### src/rtl/pdt_regs.svh
// Register map, field positions, reset values and timing counts of the
// prescaled down timer.
// Assumes APB byte addressing with one 32-bit word per register.
`ifndef PDT_REGS_SVH
`define PDT_REGS_SVH

// ****************************************************************
// Register word offsets (byte address = index * 4)
// ****************************************************************
`define PDT_IDX_CTRL 12'h009
`define PDT_IDX_COUNT 12'h008
`define PDT_IDX_IRQ_STAT 12'h00A
`define PDT_IDX_IRQ_MASK 12'h00B
`define PDT_IDX_SEC_IRQ 12'h00C
`define PDT_ADDR_CTRL (`PDT_IDX_CTRL * 4)
`define PDT_ADDR_COUNT (`PDT_IDX_COUNT * 4)
`define PDT_ADDR_IRQ_STAT (`PDT_IDX_IRQ_STAT * 4)
`define PDT_ADDR_IRQ_MASK (`PDT_IDX_IRQ_MASK * 4)
`define PDT_ADDR_SEC_IRQ (`PDT_IDX_SEC_IRQ * 4)

// ****************************************************************
// Control register fields
// ****************************************************************
`define PDT_CTRL_REQ 7
`define PDT_CTRL_MASK 6
`define PDT_CTRL_PSC_CLR 3
`define PDT_CTRL_UNUSED 8'h37
`define PDT_CTRL_RESET 8'h40

// ****************************************************************
// Interrupt status and mask fields
// ****************************************************************
`define PDT_STAT_ZERO 0
`define PDT_STAT_SEC 1

// ****************************************************************
// Timing
// ****************************************************************
`define PDT_PIN_CYCLES 3
`define PDT_PHI2_DIV 4

`endif

### src/rtl/pdt_pkg.sv
// Types shared by the prescaled down timer modules.
// Assumes nothing of its surroundings.
package pdt_pkg;
  // Count clock source, fixed at build time
  typedef enum logic {
    PDT_SRC_PHI2,
    PDT_SRC_PIN
  } pdt_src_t;
endpackage

### src/rtl/pdt_tick_if.sv
// Interface carrying the count tick from the prescaler to the counter.
// Assumes one clock, pclk.
`timescale 1ns/1ps
`default_nettype none
interface pdt_tick_if;
  logic tick;
  logic clear;
  modport src (output tick, input clear);
  modport dst (input tick, output clear);
endinterface
`default_nettype wire

### src/rtl/pdt_prescaler.sv
// Count source selection, pin sampling delay and 7-bit prescaler.
// Assumes timer_pin is synchronous to pclk.
`timescale 1ns/1ps
`default_nettype none
`include "pdt_regs.svh"
module pdt_prescaler #(
  parameter pdt_pkg::pdt_src_t SRC = pdt_pkg::PDT_SRC_PHI2,
  parameter int DIV_LOG2 = 7
) (
  input wire logic pclk,
  input wire logic presetn,
  input wire logic timer_pin,
  pdt_tick_if.src tk
);
  logic [`PDT_PIN_CYCLES-1:0] pin_pipe;
  logic [1:0] phi2_cnt;
  logic [6:0] presc;
  logic src_pulse;
  logic [6:0] presc_max;

  // Pin delay line; a change takes three cycles to reach the prescaler
  always_ff @(posedge pclk or negedge presetn) begin
    if (!presetn) begin
      pin_pipe <= '0;
    end else begin
      pin_pipe <= {pin_pipe[`PDT_PIN_CYCLES-2:0], timer_pin};
    end
  end

  // Internal phase-two rate derived from pclk
  always_ff @(posedge pclk or negedge presetn) begin
    if (!presetn) begin
      phi2_cnt <= 2'h0;
    end else begin
      phi2_cnt <= phi2_cnt + 2'h1;
    end
  end

  // Source fixed at build time; pin counts its rising edges
  always_comb begin
    if (SRC == pdt_pkg::PDT_SRC_PIN) begin
      src_pulse = pin_pipe[`PDT_PIN_CYCLES-1] &
                  !pin_pipe[`PDT_PIN_CYCLES-2] ? 1'b0 :
                  pin_pipe[`PDT_PIN_CYCLES-2] &
                  !pin_pipe[`PDT_PIN_CYCLES-1];
    end else begin
      src_pulse = (phi2_cnt == 2'h3);
    end
  end

  // Divide ratio is a power of two up to 128
  assign presc_max = 7'((1 << DIV_LOG2) - 1);

  // Prescaler; clear wins to avoid a truncated first period
  always_ff @(posedge pclk or negedge presetn) begin
    if (!presetn) begin
      presc <= 7'h00;
      tk.tick <= 1'b0;
    end else if (tk.clear) begin
      presc <= 7'h00;
      tk.tick <= 1'b0;
    end else if (src_pulse) begin
      presc <= (presc >= presc_max) ? 7'h00 : presc + 7'h01;
      tk.tick <= (presc >= presc_max);
    end else begin
      tk.tick <= 1'b0;
    end
  end
endmodule
`default_nettype wire

### src/rtl/pdt_core_irq.sv
// Interrupt arbiter toward the processor core.
// Assumes the core gives its global mask level and takes one request.
`timescale 1ns/1ps
`default_nettype none
module pdt_core_irq (
  input wire logic pclk,
  input wire logic presetn,
  input wire logic ext_pending,
  input wire logic timer_pending,
  input wire logic global_mask,
  output logic ext_take,
  output logic timer_take
);
  // External first; nothing while the core's global mask is set
  always_ff @(posedge pclk or negedge presetn) begin
    if (!presetn) begin
      ext_take <= 1'b0;
      timer_take <= 1'b0;
    end else begin
      ext_take <= ext_pending & !global_mask;
      timer_take <= timer_pending & !global_mask & !ext_pending;
    end
  end
endmodule
`default_nettype wire

### src/rtl/pdt_timer.sv
// Prescaled 8-bit down timer with APB register access.
// Assumes one 100 MHz pclk and inputs synchronous to it.
//
// Notes on behaviour
// - Loadable 8-bit down counter fed by prescaler.
// - Reaching zero sets request flag, control bit 7.
// - Control bit 6 masks timer interrupt.
// - Interrupt delivered only with core mask clear.
// - Flag clears on reset or software write.
// - Writing bit 3 clears prescaler; reads zero.
// - Counter wraps from zero to all ones.
// - Count readable anytime without disturbing it.
// - Pin change reaches prescaler in three cycles.
// - Count source fixed at build time.
// - Prescale ratio power of two, up to 128.
// - Unused control bits ignored, read as ones.
// - Unmasked request on each one-to-zero step.
// - Masked request latched; cleared flag means none.
// - External interrupt served before timer.
//
// Chosen here: the APB register port.
`timescale 1ns/1ps
`default_nettype none
`include "pdt_regs.svh"
module pdt_timer #(
  parameter pdt_pkg::pdt_src_t SRC = pdt_pkg::PDT_SRC_PHI2,
  parameter int DIV_LOG2 = 7
) (
  input wire logic pclk,
  input wire logic presetn,
  input wire logic psel,
  input wire logic penable,
  input wire logic pwrite,
  input wire logic [11:0] paddr,
  input wire logic [31:0] pwdata,
  output logic [31:0] prdata,
  output logic pready,
  output logic pslverr,
  input wire logic timer_pin,
  input wire logic secondary_irq_pin,
  input wire logic global_mask,
  output logic irq,
  output logic timer_take,
  output logic ext_take
);
  // ****************************************************************
  // Declarations
  // ****************************************************************
  pdt_tick_if tk ();
  logic [7:0] timer_count_reg;
  logic timer_request_flag;
  logic timer_irq_mask;
  logic sec_flag;
  logic sec_pin_d;
  logic [1:0] irq_stat;
  logic [1:0] irq_en;
  logic wr;
  logic zero_event;
  logic sec_event;
  logic hit;
  logic [31:0] next_prdata;

  // Address decode shared by read and write paths
  function automatic logic known(input logic [11:0] a);
    known = (a == `PDT_ADDR_CTRL) || (a == `PDT_ADDR_COUNT) ||
            (a == `PDT_ADDR_IRQ_STAT) || (a == `PDT_ADDR_IRQ_MASK) ||
            (a == `PDT_ADDR_SEC_IRQ);
  endfunction

  // ****************************************************************
  // APB access
  // ****************************************************************
  // Access phase lasts one cycle: pready is high in every access phase
  assign wr = psel & penable & pwrite;
  assign hit = known(paddr);

  // Prescaler with its delay line and source option
  pdt_prescaler #(
    .SRC(SRC),
    .DIV_LOG2(DIV_LOG2)
  ) u_presc (
    .pclk(pclk),
    .presetn(presetn),
    .timer_pin(timer_pin),
    .tk(tk)
  );

  // Prescaler clear is a pulse; nothing stores bit 3
  assign tk.clear = wr & (paddr == `PDT_ADDR_CTRL) &
                    pwdata[`PDT_CTRL_PSC_CLR];

  // ****************************************************************
  // Counter
  // ****************************************************************
  // Step from one to zero marks the timer event
  assign zero_event = tk.tick & (timer_count_reg == 8'h01) &
                      !(wr & (paddr == `PDT_ADDR_COUNT));

  // Load has priority over a tick in the same cycle
  always_ff @(posedge pclk or negedge presetn) begin
    if (!presetn) begin
      timer_count_reg <= 8'hFF;
    end else if (wr && paddr == `PDT_ADDR_COUNT) begin
      timer_count_reg <= pwdata[7:0];
    end else if (tk.tick) begin
      timer_count_reg <= timer_count_reg - 8'h01;
    end
  end

  // ****************************************************************
  // Control register
  // ****************************************************************
  // Request flag: set wins over a software clear in the same cycle
  always_ff @(posedge pclk or negedge presetn) begin
    if (!presetn) begin
      timer_request_flag <= 1'b0;
    end else if (zero_event) begin
      timer_request_flag <= 1'b1;
    end else if (wr && paddr == `PDT_ADDR_CTRL) begin
      timer_request_flag <= pwdata[`PDT_CTRL_REQ];
    end
  end

  // Mask resets set, so the timer request cannot fire before software enables it
  always_ff @(posedge pclk or negedge presetn) begin
    if (!presetn) begin
      timer_irq_mask <= 1'b1;
    end else if (wr && paddr == `PDT_ADDR_CTRL) begin
      timer_irq_mask <= pwdata[`PDT_CTRL_MASK];
    end
  end

  // ****************************************************************
  // Secondary interrupt flag sharing the timer vector
  // ****************************************************************
  assign sec_event = sec_pin_d & !secondary_irq_pin;

  // Falling edge latches the flag; software clears by writing one
  always_ff @(posedge pclk or negedge presetn) begin
    if (!presetn) begin
      sec_pin_d <= 1'b1;
      sec_flag <= 1'b0;
    end else begin
      sec_pin_d <= secondary_irq_pin;
      if (sec_event) begin
        sec_flag <= 1'b1;
      end else if (wr && paddr == `PDT_ADDR_SEC_IRQ && pwdata[0]) begin
        sec_flag <= 1'b0;
      end
    end
  end

  // ****************************************************************
  // Interrupt status and mask
  // ****************************************************************
  // Sticky events, write one to clear; a new event beats the clear
  always_ff @(posedge pclk or negedge presetn) begin
    if (!presetn) begin
      irq_stat <= 2'h0;
    end else begin
      for (int i = 0; i < 2; i++) begin
        if ((i == `PDT_STAT_ZERO) ? zero_event : sec_event) begin
          irq_stat[i] <= 1'b1;
        end else if (wr && paddr == `PDT_ADDR_IRQ_STAT && pwdata[i]) begin
          irq_stat[i] <= 1'b0;
        end
      end
    end
  end

  // Enable register of the same layout
  always_ff @(posedge pclk or negedge presetn) begin
    if (!presetn) begin
      irq_en <= 2'h0;
    end else if (wr && paddr == `PDT_ADDR_IRQ_MASK) begin
      irq_en <= pwdata[1:0];
    end
  end

  // Level interrupt from a flop
  always_ff @(posedge pclk or negedge presetn) begin
    if (!presetn) begin
      irq <= 1'b0;
    end else begin
      irq <= |(irq_stat & irq_en);
    end
  end

  // Core-side arbitration of the two shared-vector sources
  pdt_core_irq u_core (
    .pclk(pclk),
    .presetn(presetn),
    .ext_pending(sec_flag),
    .timer_pending(timer_request_flag & !timer_irq_mask),
    .global_mask(global_mask),
    .ext_take(ext_take),
    .timer_take(timer_take)
  );

  // ****************************************************************
  // Read data
  // ****************************************************************
  // Reads have no side effect, so counting never pauses
  always_comb begin
    next_prdata = 32'h0000_0000;
    unique case (paddr)
      `PDT_ADDR_CTRL: begin
        next_prdata[7:0] = {timer_request_flag, timer_irq_mask, 6'h00} |
                           `PDT_CTRL_UNUSED;
      end
      `PDT_ADDR_COUNT: begin
        next_prdata[7:0] = timer_count_reg;
      end
      `PDT_ADDR_IRQ_STAT: begin
        next_prdata[1:0] = irq_stat;
      end
      `PDT_ADDR_IRQ_MASK: begin
        next_prdata[1:0] = irq_en;
      end
      `PDT_ADDR_SEC_IRQ: begin
        next_prdata[0] = sec_flag;
      end
      default: begin
        next_prdata = 32'h0000_0000;
      end
    endcase
  end

  // Registered answer, ready in the access phase's cycle
  always_ff @(posedge pclk or negedge presetn) begin
    if (!presetn) begin
      prdata <= 32'h0000_0000;
      pready <= 1'b0;
      pslverr <= 1'b0;
    end else begin
      prdata <= (psel & !penable & !pwrite) ? next_prdata : prdata;
      pready <= psel & !penable;
      pslverr <= psel & !penable & !hit;
    end
  end
endmodule
`default_nettype wire

### config.mk
export PLATFORM = sky130hd
export DESIGN_NAME = pdt_timer
export DESIGN_NICKNAME = d
export VERILOG_FILES = /design/src/rtl/pdt_pkg.sv /design/src/rtl/pdt_tick_if.sv /design/src/rtl/pdt_prescaler.sv /design/src/rtl/pdt_core_irq.sv /design/src/rtl/pdt_timer.sv
export VERILOG_INCLUDE_DIRS = /design/src /design/src/rtl
export SDC_FILE = /design/constraint.sdc
export NUM_CORES = 1
export LEC_CHECK = 0
export ABC_AREA = 1
export BUFFER_PORTS_ARGS = -buffer_cell sky130_fd_sc_hd__buf_2
export CELL_PAD_IN_SITES_DETAIL_PLACEMENT = 0
export CELL_PAD_IN_SITES_GLOBAL_PLACEMENT = 2
export CORE_MARGIN = 3
export CORE_UTILIZATION = 27
export CTS_CLUSTER_DIAMETER = 30
export DETAILED_ROUTE_END_ITERATION = 8
export GPL_TIMING_DRIVEN = 0
export PLACE_DENSITY_LB_ADDON = 0.1
export SKIP_LAST_GASP = 1
export SYNTH_ARGS = -nofsm -noshare
export SYNTH_HDL_FRONTEND = slang
export SYNTH_HIERARCHICAL = 1
export SYNTH_SLANG_ARGS = --single-unit
### constraint.sdc
create_clock -name pclk -period 1.4 [get_ports pclk]
set_input_delay 0.07 -clock pclk [delete_from_list [all_inputs] [get_ports pclk]]
set_output_delay 0.07 -clock pclk [all_outputs]
set_load 0.01 [all_outputs]
==> flow_metrics.py <==
metrics = {
    "run_status": {
        "outcome": "complete, no violations",
    },
    "floorplanning": {
        "die_w_um": 101,
        "core_area_sq_mm": 0.00846,
        "initial_core_util": 0.287,
        "rows": 33,
        "io_pins": 89,
        "chipHeight_um": 101,
        "dieArea_sq_mm": 0.0102,
    },
    "final_layout": {
        "postLayoutCellArea_sq_mm": 0.00308,
        "area_growth_pct": 26.7,
        "drive_above_1_share": 0.324,
        "postLayoutCoreUtil": 0.364,
        "diodes": 0,
        "final_nets": 447,
        "nFillCells": 909,
    },
    "global_route": {
        "grt-ovfl-total": 0,
        "grt_pass1_wl_mm": 9.19,
        "globalRouteTotalUtil": 0.113,
        "antenna_found_initial": 0,
        "grt_pass1_vias": 1929,
        "grt_start_max_net_pins": 40,
    },
    "timing": {
        "finalSetupViolCount": 0,
        "max_freq_mhz": 779,
        "min_period_ns": 1.28,
        "worstMarginPinSlew_ns": 0.909,
        "slew_headroom": 0.394,
        "finalCritPeriodShare": 0.917,
        "maxSlewViolCount": 0,
        "finalHoldViolations": 0,
        "rsz0062_at_grt": "true",
        "clock-skew-final_ns": 0.0131,
    },
    "placed_design": {
        "gp_congestion": 0.781,
        "place_area_sq_mm": 0.00285,
        "port-buffer-count": 39,
        "dpl.hpwl_mm": 4.30,
    },
    "routing": {
        "first_pass_iters": 4,
        "drtIter0Drc": 62,
        "postRouteAntennaNets": 0,
        "wire_per_inst_um": 11.1,
        "drc": 0,
        "vias": 2010,
        "drt-vias-per-instance": 4.04,
        "wl_mm": 5.51,
    },
    "setup_path": {
        "r2r_setup_slack_ns": 0.12,
        "cp_slowest_cell": "dfstp_2",
        "cp.buffers_inverters": 2,
        "max_stage_delay_ns": 0.57,
        "end_kind": "register",
        "crit_path_start_kind": "register",
        "path_class": "register to register",
        "path_delay_family": "flip-flops",
        "worstPathCellList": "inv_1, ha_2, inv_2, nor2_1, xor2_1, nand2_1, nand3_1",
        "worstPathArrival_ns": 1.51,
        "critPathMaxFanout": 4,
        "worstPathRequired_ns": 1.62,
    },
    "synthesis": {
        "synth_edf_count": 0,
        "synth_area_per_cell_sq_um": 7.71,
        "netlist_area_sq_mm": 0.00243,
        "yosysWarnings": 6,
        "ys_ff_latch": 39,
        "synthDistinctLibCells": 37,
        "netlist_instances": 315,
        "synthFlopType": "dfrtp_1",
        "synth-seq-area-share": 0.407,
        "async_reset_ff_frac": 1.00,
    },
    "clocking": {
        "insertion_delay_ns": 0.30,
        "htree_levels": 2,
        "cts_tree": "yes",
        "cts_buffer_depth": 2,
        "path_clk_slew_ns": 0.09,
        "clock_sinks": 39,
        "cts_buffers": 5,
        "cts-root-buf": "clkbuf_8",
    },
    "run": {
        "cap_violations": 0,
    },
    "pwr": {
        "irDropWorstVdd_uv": 343,
        "power.leakage_nw": 1.66,
        "pwr_density_cell_mw_per_mm2": 821,
    },
    "hold_path": {
        "hold_path_class": "input port to register",
    },
}
[cell families (layout without fill, tap and decap cells)]
logic type | count (synthesis) | after routing | synth area share
simple gates | 168 | 168 | 0.324
buf+inv | 72 | 126 | 0.159
flops | 39 | 39 | 0.407
compound gates | 23 | 23 | 0.0592
xor+xnor | 8 | 8 | 0.0288
fa+ha+maj | 4 | 4 | 0.0206
other cells | 1 | 24 | 0.00154
[cells in the mapped netlist (5+ instances only)]
| master | instances | area [sq um] |
|---|---|---|
| nand2_1 | 86 | 323 |
| buf_4 | 24 | 180 |
| nand2_2 | 5 | 31.3 |
| inv_2 | 8 | 30.0 |
| xor2_1 | 7 | 61.3 |
| nor2_2 | 6 | 37.5 |
| nor2_1 | 26 | 97.6 |
| inv_1 | 35 | 131 |
| o21ai_0 | 9 | 45.0 |
| dfstp_2 | 10 | 263 |
| dfrtp_1 | 29 | 726 |
| nand3_1 | 25 | 125 |
[cells in the final DEF, fill, tap and decap left out, drive strengths merged, types with 3 or more instances in the layout]
cell type	count
a21oi	3
buf	68
clkbuf	5
conb	24
dfrtp	29
dfstp	10
dlygate4sd3	5
ha	4
inv	43
nand2	92
nand3	27
nand4	6
nor2	35
nor3	4
o21ai	14
xor2	7
[where the power goes]
group	internal, mW	switching (mW)
Combinational	0.104	0.131
Sequential	1.14	0.00885
Clock	0.711	0.433
[worst paths after layout]
kind | startpoint | end | cells past startpoint
worst max-delay path | timer_count_reg[0] | timer_count_reg[6] | 7
worst min-delay path | pwdata[2] | timer_count_reg[2] | 3
worst max register to register | timer_count_reg[0] | timer_count_reg[6] | 7
worst min register to register | u_presc/phi2_cnt[0] | u_presc/phi2_cnt[0] | 1
max in group asynchronous | presetn | u_presc/presc[5] | 2
min in group asynchronous | presetn | pready | 2
[layout make-up]
| class | instances | area (sq um) | area share |
|---|---|---|---|
| flip-flops and latches | 39 | 988 | 0.321 |
| plain buffers | 27 | 214 | 0.0695 |
| multi-input cells | 227 | 1180 | 0.382 |
| clock buffers | 5 | 68.8 | 0.0224 |
| well taps | 105 | 131 | 0.0427 |
| clock inverters | 3 | 67.6 | 0.0220 |
| inverters | 45 | 171 | 0.0557 |
| repair buffers | 46 | 260 | 0.0846 |
[stage by stage]
stage | setup WS (ns) | hold WS [ns] | power (mW) | TNS (ns) | instances
after floorplan | 0.0121 | -0.226 | 1.31 | 0 | 338
after global routing | -0.0382 | 0.00461 | 2.63 | -0.0382 | 497
after CTS | 0.0175 | 0.00143 | 2.56 | 0 | 495
after detailed placement | -0.420 | 0.190 | 1.39 | -2.26 | 482
after global placement | -0.409 | 0.188 | 1.39 | -2.25 | 482
final | 0.117 | 0.00326 | 2.53 | 0 | 497
[per-layer routing]
| layer | track usage | vias up | share of wire |
|---|---|---|---|
| met3 | 0.0263 | 4 | 0.048 |
| li1 | - | 1079 | - |
| met2 | 0.170 | 39 | 0.45 |
| met1 | 0.160 | 888 | 0.50 |
| met5 | 0 | - | 0 |
| met4 | 0.0311 | 0 | 0.0073 |
[worst register-to-register path: stages, from the launching register on]
cell and delay [ns]:
dfstp_2 0.57, inv_1 0.07, ha_2 0.20, inv_2 0.06, nor2_1 0.05, xor2_1 0.14, nand2_1 0.07, nand3_1 0.06
[what timing repair did]
action                     CTS  global route
buffers inserted             0             2
hold endpoints to repair    34             0
hold buffers                 5             0
setup endpoints to repair    6            10
gates resized for setup      2             7
cloned                       0             0
(Power assumes the default switching activity.)
